[config.mk]
export PLATFORM = sky130hd
export DESIGN_NAME = spc_top
export DESIGN_NICKNAME = d
export VERILOG_FILES = /design/src/inc/spc_pkg.sv /design/src/core/spc_sync.sv /design/src/core/spc_reset_gen.sv /design/src/core/spc_top.sv
export SDC_FILE = /design/constraint.sdc
export NUM_CORES = 1
export LEC_CHECK = 0
export ABC_AREA = 1
export ABC_CLOCK_PERIOD_IN_PS = 1400
export BUFFER_PORTS_ARGS = -buffer_cell sky130_fd_sc_hd__buf_2
export CAP_MARGIN = 20
export CORE_MARGIN = 8
export CORE_UTILIZATION = 55
export CTS_BUF_LIST = sky130_fd_sc_hd__clkbuf_8
export DETAILED_ROUTE_END_ITERATION = 6
export GPL_TIMING_DRIVEN = 0
export PLACE_DENSITY = 0.86
export RECOVER_POWER = 100
export SLEW_MARGIN = 0
export SYNTH_ARGS = -nofsm -noshare
export SYNTH_HDL_FRONTEND = slang
export SYNTH_SLANG_ARGS = --single-unit
[constraint.sdc]
create_clock -name clk -period 1.4 [get_ports clk]
set_input_delay 0.28 -clock clk [delete_from_list [all_inputs] [get_ports clk]]
set_output_delay 0.28 -clock clk [all_outputs]
set_load 0.03 [all_outputs]
[src/inc/spc_pkg.sv]
package spc_pkg;

   // ---------------------------------------------
   // Clock and timing
   // ---------------------------------------------
   localparam int CLK_HZ = 40_000_000;
   localparam int CYC_PER_US = CLK_HZ / 1_000_000;
   // Reset release delay after supply is good
   localparam int T_POR_US = 1000;
   localparam int POR_CYCLES = T_POR_US * CYC_PER_US;
   // Undervoltage filter time
   localparam int T_UV_FILT_US = 10;
   localparam int UV_CYCLES = T_UV_FILT_US * CYC_PER_US;

   // ---------------------------------------------
   // Serial word layout
   // ---------------------------------------------
   localparam int WORD_BITS = 16;
   localparam logic [4:0] FRAME_PULSES = 5'h10;
   localparam int ADDR_MSB = 15;
   localparam int ADDR_LSB = 12;
   localparam int RSVD_MSB = 11;
   localparam int RSVD_LSB = 8;
   localparam int DATA_MSB = 7;

   // Command targets
   localparam logic [3:0] ADDR_STATUS = 4'h0;
   localparam logic [3:0] ADDR_CONTROL = 4'h1;
   localparam logic [3:0] ADDR_BSW_CFG = 4'h2;
   localparam logic [3:0] ADDR_R2_CFG = 4'h3;

   // Control register fields
   localparam int CTL_POWER_HOLD = 0;
   localparam int CTL_SENSOR_SUPPLY = 1;
   localparam int CTL_RELAY_TWO = 2;
   localparam int CTL_HS_ON = 3;
   // Battery switch configuration fields
   localparam int BSW_HS_MODE = 0;
   localparam int BSW_DUTY_LSB = 4;
   localparam int PWM_BITS = 4;
   // Relay two configuration fields
   localparam int R2_SDD = 0;

   // Status word fields
   localparam int ST_SPI_ERR = 15;
   localparam int ST_KEY = 14;
   localparam int ST_BSW = 13;
   localparam int ST_POWER_HOLD = 12;
   localparam int FAULT_BITS = 8;

   // Reset values
   localparam logic [7:0] CTL_RESET = 8'h00;
   localparam logic [7:0] BSW_CFG_RESET = 8'h00;
   localparam logic [7:0] R2_CFG_RESET = 8'h00;

endpackage

[src/core/spc_sync.sv]
module spc_sync
   import spc_pkg::*;
#(
   parameter int W = 1,
   // Flush value; set each bit to its pin's idle level
   parameter logic [W-1:0] RST_VAL = '0
) (
   input wire logic clk,
   input wire logic rst_n,
   input wire logic [W-1:0] d,
   output logic [W-1:0] q
);

   typedef struct packed {
      logic [W-1:0] s1;
      logic [W-1:0] s2;
   } spc_sync_s;

   spc_sync_s st_ff;
   spc_sync_s nxt_st;

   // Two stages; the first feeds only the second
   always_comb begin
      nxt_st.s1 = d;
      nxt_st.s2 = st_ff.s1;
   end

   always_ff @(posedge clk) begin
      if (!rst_n) begin
         st_ff <= '{s1: RST_VAL, s2: RST_VAL};
      end else begin
         st_ff <= nxt_st;
      end
   end

   assign q = st_ff.s2;

endmodule

[src/core/spc_reset_gen.sv]
module spc_reset_gen
   import spc_pkg::*;
#(
   parameter int POR_CYC = POR_CYCLES,
   parameter int UV_CYC = UV_CYCLES
) (
   input wire logic clk,
   input wire logic rst_n,
   input wire logic hold,
   input wire logic por_ok,
   input wire logic uv_low,
   output logic mcu_reset_n
);

   localparam int CW = $clog2(POR_CYC + 1);
   localparam int UW = $clog2(UV_CYC + 2);

   typedef enum logic [1:0] {RG_HOLD, RG_DELAY, RG_RUN} spc_rg_e;
   typedef struct packed {
      spc_rg_e state;
      logic [CW-1:0] cnt;
      logic [UW-1:0] uv_cnt;
      logic rst_n_out;
   } spc_rg_s;

   spc_rg_s st_ff;
   spc_rg_s nxt_st;

   // Power-on delay, then watch for filtered undervoltage
   always_comb begin
      nxt_st = st_ff;
      nxt_st.rst_n_out = 1'b0;
      case (st_ff.state)
         RG_HOLD: begin
            nxt_st.cnt = '0;
            if (por_ok && !hold) begin
               nxt_st.state = RG_DELAY;
            end
         end
         RG_DELAY: begin
            // Supply dip during the delay restarts it [RL12]
            if (!por_ok || hold) begin
               nxt_st.state = RG_HOLD;
            end else if (st_ff.cnt == CW'(POR_CYC - 1)) begin
               nxt_st.state = RG_RUN;
               nxt_st.rst_n_out = 1'b1;
            end else begin
               nxt_st.cnt = st_ff.cnt + 1'b1;
            end
         end
         RG_RUN: begin
            nxt_st.rst_n_out = 1'b1;
            nxt_st.uv_cnt = uv_low ? st_ff.uv_cnt + 1'b1 : '0;
            // Trip on hold, or once low for the full filter time [RL13]
            if (hold || st_ff.uv_cnt == UW'(UV_CYC)) begin
               nxt_st.state = RG_HOLD;
               nxt_st.uv_cnt = '0;
               nxt_st.rst_n_out = 1'b0;
            end
         end
         default: begin
            nxt_st.state = RG_HOLD;
         end
      endcase
   end

   always_ff @(posedge clk) begin
      if (!rst_n) begin
         st_ff <= '{RG_HOLD, '0, '0, 1'b0};
      end else begin
         st_ff <= nxt_st;
      end
   end

   assign mcu_reset_n = st_ff.rst_n_out;

endmodule

[src/core/spc_top.sv]
// Notes on behaviour
// RL1: Sample serial input on clock rise in frame
// RL2: Output changes on clock fall; master samples rise
// RL3: Chip select high: ignore clock, output released
// RL4: Each frame carries exactly sixteen clock pulses
// RL5: Wrong pulse count sets interface error flag
// RL6: Invalid sixteen-bit message also sets error
// RL7: Select fall: drive output, load status word
// RL8: Select rise: release output, apply command
// RL9: Master moves select only with clock low
// RL10: Both words MSB first through one FIFO shifter
// RL11: Fault bits read one, healthy read zero
// RL12: Reset held for fixed delay after power-on
// RL13: Filtered undervoltage asserts reset until power-on
// RL14: Sensor supply follows its control bit
// RL15: Sleep when key low and hold bit low
// RL16: Key low with hold: outputs off, relay exception
// RL17: Only hold bit governs shutdown; zero sleeps
// RL18: Key high wakes, enables pre-regulator, resets MCU
// RL19: Key state readable in status word
// RL20: Battery switch follows key by default
// RL21: Battery switch state readable in status
// RL22: Mode bit: follow key or PWM high side
// RL23: Relay two stays on with hold and disable
// RL24: Bit counter cleared at each select fall
// RL25: Key input synchronised before any use
module spc_top
   import spc_pkg::*;
#(
   parameter int POR_CYC = POR_CYCLES,
   parameter int UV_CYC = UV_CYCLES
) (
   input wire logic clk,
   input wire logic rst_n,
   input wire logic sclk,
   input wire logic chip_select_n,
   input wire logic serial_in,
   output logic serial_out,
   output logic serial_out_oe,
   input wire logic key_switch_in,
   input wire logic relay_two_input,
   input wire logic vcc_por_ok,
   input wire logic vcc_uv_low,
   input wire logic [FAULT_BITS-1:0] driver_fault,
   output logic mcu_reset_n,
   output logic sensor_supply_en,
   output logic preregulator_en,
   output logic sleep_mode,
   output logic battery_switch_out,
   output logic relay_two_output,
   output logic spi_error
);

   // ---------------------------------------------
   // State
   // ---------------------------------------------
   typedef struct packed {
      logic sclk_q;
      logic cs_n_q;
      logic key_q;
      logic [WORD_BITS-1:0] shreg;
      logic [4:0] pulses;
      logic so;
      logic so_oe;
      logic err;
      logic [7:0] ctl;
      logic [7:0] bsw_cfg;
      logic [7:0] r2_cfg;
      logic [PWM_BITS-1:0] pwm_cnt;
      logic bsw;
      logic r2;
      logic sensor_supply;
      logic prereg;
      logic sleep;
   } spc_top_s;

   spc_top_s st_ff;
   spc_top_s nxt_st;

   // ---------------------------------------------
   // Helpers
   // ---------------------------------------------
   // Edge of a synchronised level against its copy
   function automatic logic rose(input logic now, input logic was);
      rose = now & ~was;
   endfunction

   function automatic logic fell(input logic now, input logic was);
      fell = ~now & was;
   endfunction

   // Known target and reserved bits clear
   function automatic logic cmd_ok(input logic [WORD_BITS-1:0] w);
      logic known;
      case (w[ADDR_MSB:ADDR_LSB])
         ADDR_STATUS: known = 1'b1;
         ADDR_CONTROL: known = 1'b1;
         ADDR_BSW_CFG: known = 1'b1;
         ADDR_R2_CFG: known = 1'b1;
         default: known = 1'b0;
      endcase
      // Reserved nibble must be zero
      cmd_ok = known && (w[RSVD_MSB:RSVD_LSB] == 4'h0);
   endfunction

   // ---------------------------------------------
   // Input synchronisers
   // ---------------------------------------------
   localparam int SW = 7 + FAULT_BITS;
   // Flush value matches each pin's idle level,
   // so no false select edge follows reset
   localparam logic [SW-1:0] SYNC_IDLE = {
      1'b0, // Serial clock idles low
      1'b1, // Select idles high, deselected
      1'b0,
      1'b0,
      1'b0,
      1'b0,
      1'b0,
      {FAULT_BITS{1'b0}}
   };

   logic [SW-1:0] raw;
   logic [SW-1:0] syn;

   // All pins are asynchronous to clk [RL25]
   assign raw = {
      sclk,
      chip_select_n,
      serial_in,
      key_switch_in,
      relay_two_input,
      vcc_por_ok,
      vcc_uv_low,
      driver_fault
   };

   spc_sync #(
      .W(SW),
      .RST_VAL(SYNC_IDLE)
   ) u_sync (
      .clk(clk),
      .rst_n(rst_n),
      .d(raw),
      .q(syn)
   );

   logic sclk_s;
   logic cs_n_s;
   logic si_s;
   logic key_s;
   logic relay_two_input_s;
   logic por_ok_s;
   logic uv_low_s;
   logic [FAULT_BITS-1:0] fault_s;

   assign sclk_s = syn[SW-1];
   assign cs_n_s = syn[SW-2];
   assign si_s = syn[SW-3];
   assign key_s = syn[SW-4];
   assign relay_two_input_s = syn[SW-5];
   assign por_ok_s = syn[SW-6];
   assign uv_low_s = syn[SW-7];
   assign fault_s = syn[FAULT_BITS-1:0];

   // ---------------------------------------------
   // MCU reset generator
   // ---------------------------------------------
   // Held in reset while asleep; wake restarts delay [RL18]
   spc_reset_gen #(
      .POR_CYC(POR_CYC),
      .UV_CYC(UV_CYC)
   ) u_rst (
      .clk(clk),
      .rst_n(rst_n),
      .hold(st_ff.sleep),
      .por_ok(por_ok_s),
      .uv_low(uv_low_s),
      .mcu_reset_n(mcu_reset_n)
   );

   // ---------------------------------------------
   // Next state
   // ---------------------------------------------
   logic sclk_rise;
   logic sclk_fall;
   logic cs_fall;
   logic cs_rise;
   logic in_frame;
   logic [WORD_BITS-1:0] status;
   logic [WORD_BITS-1:0] cmd;
   logic good;
   logic hold;
   logic pwm_on;

   always_comb begin
      nxt_st = st_ff;
      nxt_st.sclk_q = sclk_s;
      nxt_st.cs_n_q = cs_n_s;
      nxt_st.key_q = key_s;

      // ------------------------------------------
      // Serial link
      // ------------------------------------------
      // Edges only count while selected [RL3]
      // Both samples low, so the select edge itself never counts
      in_frame = ~cs_n_s & ~st_ff.cs_n_q;
      sclk_rise = in_frame & rose(sclk_s, st_ff.sclk_q);
      sclk_fall = in_frame & fell(sclk_s, st_ff.sclk_q);
      cs_fall = fell(cs_n_s, st_ff.cs_n_q);
      cs_rise = rose(cs_n_s, st_ff.cs_n_q);

      // Status snapshot: faults read as one [RL11]
      status = '0;
      status[ST_SPI_ERR] = st_ff.err;
      status[ST_KEY] = key_s; // [RL19]
      status[ST_BSW] = st_ff.bsw; // [RL21]
      status[ST_POWER_HOLD] = st_ff.ctl[CTL_POWER_HOLD];
      status[FAULT_BITS-1:0] = fault_s; // [RL11]

      // Judged on the word as it stands at the select rise
      cmd = st_ff.shreg;
      good = (st_ff.pulses == FRAME_PULSES) && cmd_ok(cmd);

      // Frame start: drive output, load status [RL7]
      if (cs_fall) begin
         nxt_st.shreg = status; // [RL7]
         nxt_st.so = status[WORD_BITS-1]; // [RL10]
         nxt_st.so_oe = 1'b1; // [RL7]
         nxt_st.pulses = '0; // [RL24]
         // Error reported once, then cleared
         nxt_st.err = 1'b0;
      end

      // Shift in at LSB on rise [RL1]
      if (sclk_rise) begin
         nxt_st.shreg = {st_ff.shreg[WORD_BITS-2:0], si_s}; // [RL10]
         // Saturate so long frames never wrap to sixteen
         if (st_ff.pulses != 5'h1f) begin
            nxt_st.pulses = st_ff.pulses + 1'b1;
         end
      end

      // Present next MSB on fall [RL2]
      if (sclk_fall) begin
         nxt_st.so = st_ff.shreg[WORD_BITS-1]; // [RL2]
      end

      // Frame end: release output, act on command [RL8]
      if (cs_rise) begin
         nxt_st.so_oe = 1'b0; // [RL8]
         nxt_st.so = 1'b0;
         if (!good) begin
            nxt_st.err = 1'b1; // [RL5] [RL6]
         end else begin
            // Only complete sixteen-pulse words apply [RL4]
            case (cmd[ADDR_MSB:ADDR_LSB])
               ADDR_CONTROL: nxt_st.ctl = cmd[DATA_MSB:0];
               ADDR_BSW_CFG: nxt_st.bsw_cfg = cmd[DATA_MSB:0];
               ADDR_R2_CFG: nxt_st.r2_cfg = cmd[DATA_MSB:0];
               default: nxt_st.ctl = st_ff.ctl;
            endcase
         end
      end

      // ------------------------------------------
      // Power sequencing
      // ------------------------------------------
      hold = st_ff.ctl[CTL_POWER_HOLD]; // [RL17]
      // Sleep needs both key and hold low [RL15]
      nxt_st.sleep = ~key_s & ~hold; // [RL15] [RL17]
      // Key rising wakes at once [RL18]
      if (rose(key_s, st_ff.key_q)) begin
         nxt_st.sleep = 1'b0; // [RL18]
      end
      // Pre-regulator follows the awake state [RL18]
      nxt_st.prereg = ~nxt_st.sleep;

      // Sensor supply under its own bit [RL14]
      // Gated by the next sleep value so it never lags into sleep
      nxt_st.sensor_supply = st_ff.ctl[CTL_SENSOR_SUPPLY] & ~nxt_st.sleep;

      // ------------------------------------------
      // Battery switch and relay two
      // ------------------------------------------
      // PWM for the high side mode
      nxt_st.pwm_cnt = st_ff.pwm_cnt + 1'b1;
      pwm_on = st_ff.pwm_cnt < st_ff.bsw_cfg[BSW_DUTY_LSB +: PWM_BITS];

      // Battery switch mode select [RL22]
      if (st_ff.bsw_cfg[BSW_HS_MODE]) begin
         nxt_st.bsw = st_ff.ctl[CTL_HS_ON] & pwm_on & key_s; // [RL22] [RL16]
      end else begin
         nxt_st.bsw = key_s; // [RL20]
      end

      // Relay two: pin OR bit; key low turns it off unless hold and SDD are set [RL16]
      nxt_st.r2 = (relay_two_input_s | st_ff.ctl[CTL_RELAY_TWO]) &
                  (key_s | (hold & st_ff.r2_cfg[R2_SDD])); // [RL16] [RL23]
      // Same cycle as entering sleep, no stray on-cycle [RL15]
      if (nxt_st.sleep) begin
         nxt_st.r2 = 1'b0;
         nxt_st.bsw = 1'b0;
      end
   end

   // ---------------------------------------------
   // Registers
   // ---------------------------------------------
   // Select and clock idle high/low after reset
   always_ff @(posedge clk) begin
      if (!rst_n) begin
         st_ff <= '{
            sclk_q: 1'b0,
            cs_n_q: 1'b1,
            key_q: 1'b0,
            shreg: '0,
            pulses: '0,
            so: 1'b0,
            so_oe: 1'b0,
            err: 1'b0,
            ctl: CTL_RESET,
            bsw_cfg: BSW_CFG_RESET,
            r2_cfg: R2_CFG_RESET,
            pwm_cnt: '0,
            bsw: 1'b0,
            r2: 1'b0,
            sensor_supply: 1'b0,
            prereg: 1'b0,
            sleep: 1'b1
         };
      end else begin
         st_ff <= nxt_st;
      end
   end

   // ---------------------------------------------
   // Outputs
   // ---------------------------------------------
   assign serial_out = st_ff.so;
   assign serial_out_oe = st_ff.so_oe; // [RL3]
   assign sensor_supply_en = st_ff.sensor_supply;
   assign preregulator_en = st_ff.prereg;
   assign sleep_mode = st_ff.sleep;
   assign battery_switch_out = st_ff.bsw;
   assign relay_two_output = st_ff.r2;
   assign spi_error = st_ff.err;

endmodule

# Word-level counts from Yosys, hierarchy flattened
# Index checks and enable logic that the tools add are counted.
[word_totals]
register_bits = 118
in_bits = 17
output_inout_bits = 9
wordCells = 114
[classes]
add_sub_neg = 4
n_lt_le_gt_ge = 1
n_eq_ne = 14
muxes = 26
n_bitwise = 25
reduce_logical = 21
[ops]
columns = ["cell", "count"]
rows = [
  ["2-to-1 mux 24 bit", 2],
  ["2-to-1 mux 16 bit", 2],
  ["case mux 16 bit (2 select lines)", 1],
  ["2-to-1 mux 25 bit", 1],
  ["2-to-1 mux 8 bit", 3],
  ["2-to-1 mux 21 bit", 1],
  ["adder 16 x 1 -> 16 bit (second input constant)", 1],
  ["== test 16 bit (second input constant)", 1],
  ["AND reduction 3 bit", 5],
  ["bitwise AND 1 bit", 14],
  ["2-to-1 mux 10 bit", 1],
  ["adder 9 x 1 -> 9 bit (second input constant)", 1],
  ["== test 9 bit (second input constant)", 1],
  ["2-to-1 mux 9 bit", 1],
  ["inverter 1 bit", 9],
  ["== test 4 x 2 -> 1 bit (second input constant)", 2],
  ["logical NOT 4 bit", 2],
  ["2-to-1 mux 2 bit", 4],
  ["2-to-1 mux 1 bit", 7],
  ["case mux 2 bit (3 select lines)", 1],
  ["nonzero test 2 bit", 3],
  ["adder 5 x 1 -> 5 bit (second input constant)", 1],
  ["== test 5 bit (second input constant)", 1],
  ["2-to-1 mux 5 bit", 1],
  ["17 further kinds", 25],
]

# Logic depth before layout (Yosys ltp)
[logic_depth]
ltp_word = 7
depth_mapped = 11
ltp_nobuf = 11

# Modules after synthesis
# Synthesis repeated with hierarchy kept, for this count alone.
[hier_totals]
hier_cells = 627
area_unflattened_um2 = 4571.9
[by_module_without_submodules]
columns = ["mod", "instances", "cells_each", "area_per_inst_um2", "seq_area_each_um2"]
rows = [
  ["spc_top", 1, 275, 2048.2, 900.9],
  ["spc_reset_gen", 1, 259, 1664.1, 560.5],
  ["spc_sync", 1, 93, 859.6, 600.6],
]

# Worst setup path before layout
# No wires, ideal clock.
[synth_timing]
kind = "register -> register"
start = "register u_rst.st_ff[10] in the netlist's numbering"
end = "register u_rst.st_ff[13] in the netlist's numbering"
setup_ns = 0.113
arrival_time_ns = 1.347
required_time_ns = 1.287
setup_slack_ns = -0.060
stages_incl_launch_ff = 10
n_path_buf = 1
period_less_slack_ns = 1.460
cell_sequence = "dfxtp_1 -> ha_1 -> nand3_2 -> nor2_2 -> nand2_2 -> nand2_4 -> nand2_4 -> buf_6 -> a21oi_2 -> nor2_1"
[synth_via]
elab_chain_len = 4
elab_cells_between_ends = 7
classes_between = "add/sub (1); eq/ne (2); mux (3); reduce/logical (1)"
[synth_lines]
columns = ["item", "line", "source"]
rows = [
  ["start, declared", "spc_reset_gen.sv:26", "spc_rg_s st_ff;"],
  ["start signal, assigned", "spc_reset_gen.sv:69", "st_ff <= '{RG_HOLD, '0, '0, 1'b0};"],
  ["start signal, assigned", "spc_reset_gen.sv:71", "st_ff <= nxt_st;"],
  ["adder 16 x 1 -> 16 bit", "spc_reset_gen.sv:48", "nxt_st.cnt = st_ff.cnt + 1'b1;"],
  ["2-to-1 mux 16 bit", "spc_reset_gen.sv:44", "end else if (st_ff.cnt == CW'(POR_CYC - 1)) begin"],
  ["2-to-1 mux 16 bit", "spc_reset_gen.sv:42", "if (!por_ok || hold) begin"],
  ["case mux 16 bit (2 select lines)", "spc_reset_gen.sv:33", "case (st_ff.state)"],
]
# Several ways; a longest one is shown, not always the timed one. The select of a mux whose other input is x is not followed.
# A chain may end at the register's enable or synchronous reset.

# Worst setup path after layout
[layout_timing]
start = "register u_rst.st_ff[15] in the netlist's numbering"
end = "register u_rst.st_ff[26] in the netlist's numbering"
[layout_via]
elab_chain_len = 3
[layout_lines]
columns = ["item", "line"]
rows = [
  ["== test 16 bit", "spc_reset_gen.sv:44"],
  ["!= test 3 x 1 -> 1 bit (no line)", "-"],
  ["AND reduction 3 bit (no line)", "-"],
]
# No other way between the ends.

==> metrics.yaml <==
status: "finished with violations"
violations: "negative setup slack"
cts_sinks: 103
yosys-top-cells-area: "dfxtp_1, nand2_1, inv_1, a21oi_1, nor2_1"
ys_top_cells_by_count: "nand2_1, dfxtp_1, inv_1"
start_util: 0.568
drv_slew: 0
final_cells: 775
drt-total-wl_mm: 12.7
num_vias: 4383
met1_usage: 0.214
grt_usage: 0.177
ios: 26
synth_ff_type: "dfxtp_1"
hold_violations: 0
async_flop_share: 0
io_buffers: 24
fin_nets: 698
syn_avg_cell_area_um2: 7.40
layout_min_cycle_time_ns: 1.63
drtIter0Drc: 460
die_x_um: 106
first_pass_iters: 6
coreArea_mm2: 0.00777
grt_pass1_wl_mm: 16.3
timing.final.crit_share: 1.16
ys_warn_count: 0
grt_max_degree: 22
path_max_fanout: 6
root_buffer: "clkbuf_8"
clk-insertion-delay-late_ns: 0.38
register_area_mm2: 0.00210
num-fill-cells: 516
cts_inserted_buffers: 9
overflow: 0
multi_input_area_mm2: 0.00228
gp_congestion: 0.878
fin_ws_ns: -0.226
startpoint_type: "register"
cp.arrival_ns: 1.91
ys_seq_area_frac: 0.467
power.total_uw: 5410
yosysMostFrequentCell: "nand2_1"
fp.dieH_um: 106
hold_buffers: 0
worstPathRequired_ns: 1.69
antenna_found_initial: 0
synth_top_area_frac: 0.467
cap_violations: 0
die-area_mm2: 0.0111
dpl.hpwl_mm: 6.69
synth_seq_cells: 103
rsz0062_at_grt: "yes"
grt_pass1_vias: 3621
h-tree-depth: 3
yosysTopAreaCell: "dfxtp_1"
synth_edf_count: 0
synth_nets: 626
hold_class: "input pin to register"
peakVddDrop_mv: 1.01
top_usage_layer: "met2"
power_density_mw_per_mm2: 961
setup_viol: 41
netlist_instances: 596
path_clk_slew_ns: 0.11
worst_pin_slew_ns: 0.811
grtUsageMet3: 0.0518
ys_types: 36
cts_buffer_depth: 2
placed_cells: 722
placement_rows: 32
slew_headroom: 0.459
cts_tree: "yes"
criticalPathCategory: "register to register"
drive_above_1_share: 0.309
netlist_area_mm2: 0.00441
cp-end-kind: "register"
ant_nets: 0
grtUsageMet2: 0.293
fin_skew_ns: 0.0114
wl_per_cell_um: 16.4
dpl_worst_slack_ns: -0.259
syn_to_final_growth_pct: 27.6
drt-vias-per-instance: 5.66
antenna_cells: 0
fmax_ghz: 0.615
drc: 0
p_leak_uw: 0.00236
layout make-up:
class | instances | area share
sequential | 103 | 0.373
multi-input combinational | 387 | 0.405
clock inverter | 7 | 0.0149
timing repair buffer | 61 | 0.0793
inverter | 90 | 0.0646
timing repair inverter | 2 | 0.00200
buffer | 14 | 0.0164
tap | 102 | 0.0227
clock buffer | 9 | 0.0220
per-layer routing:
layer / routed length (µm) / part of all wire / up-vias
met1: 4920 / 0.39 / 1996
met5: 0 / 0 / -
met2: 6130 / 0.48 / 293
met4: 686 / 0.054 / 0
met3: 993 / 0.078 / 78
li1: - / - / 2016
critical path, cell delays in order (launching register included):
cell	delay, ns
dfxtp_4	0.39
nand2_2	0.11
inv_2	0.07
nand2_1	0.07
nor2_2	0.17
nand2_2	0.11
nand2_8	0.16
clkbuf_16	0.16
nand2_1	0.08
o21ai_2	0.16
nor2_2	0.05
registers in the layout (all words and copies together) (netlist names):
register            count
relay_two_output        1
u_rst.mcu_reset_n       1
cmd                    16
u_rst.st_ff            27
sleep_mode              1
st_ff                  20
preregulator_en         1
sensor_supply_en        1
battery_switch_out      1
u_sync.q               15
hold                    1
spi_error               1
u_sync.nxt_st          15
serial_out              1
serial_out_oe           1
power by group:
part	internal (µW)	total (µW)	switching (µW)
Clock	720	1900	1180
Sequential	2980	3010	34.7
Combinational	195	498	304
Total	3890	5410	1520
layout by cell type, fill, tap and decap left out, types with 5 or more instances in the layout:
cell	instances
a31oi_1	9
dfxtp_1	84
nor2_1	40
nand4_1	9
buf_2	18
o22ai_1	5
buf_6	7
a21oi_1	34
nor2_2	10
nand3_1	25
a21oi_2	15
ha_4	5
nand2_1	151
nand2_2	15
dfxtp_4	7
inv_1	70
o21ai_0	7
clkbuf_8	9
inv_2	13
nor2_4	6
nand2_4	7
inv_4	5
buf_4	28
nand3_2	8
clkbuf_1	11
dfxtp_2	12
kinds of logic after synthesis:
| group | after synthesis | synth area share |
|---|---|---|
| fa+ha+maj | 13 | 0.0369 |
| compound gates | 79 | 0.0992 |
| xor+xnor | 7 | 0.0139 |
| simple gates | 288 | 0.286 |
| buf+inv | 106 | 0.0964 |
| flops | 103 | 0.467 |
stage by stage:
step / hold slack (ns) / instance area, µm² / TNS [ns] / util
detailed placement: 0.397 / 4660 / -5.40 / 0.601
finish: 0.0676 / 5630 / -4.62 / 0.725
global placement: 0.393 / 4660 / -4.17 / 0.601
floorplan: 0.378 / 4420 / 0 / -
global route: 0.0557 / 5630 / -8.53 / 0.725
CTS: 0.0656 / 5070 / -0.865 / 0.653
repair_timing:
item / in CTS / in global routing
endpoints found under the setup margin: 49 / 58
buffers inserted: 14 / 19
cloned: 1 / 5
pin swaps: 9 / 33
resized for setup: 34 / 119
path summary, 6_finish.rpt:
path	from	end	slack [ns]	cells after the start
setup / recovery	u_rst.st_ff[15]	u_rst.st_ff[26]	-0.23	10
setup reg to reg	u_rst.st_ff[15]	u_rst.st_ff[26]	-0.23	10
hold reg to reg	u_sync.nxt_st[8]	u_sync.q[8]	0.41	2
hold / removal	vcc_por_ok	u_sync.nxt_st[9]	0.07	3
(Power assumes the default switching activity.)
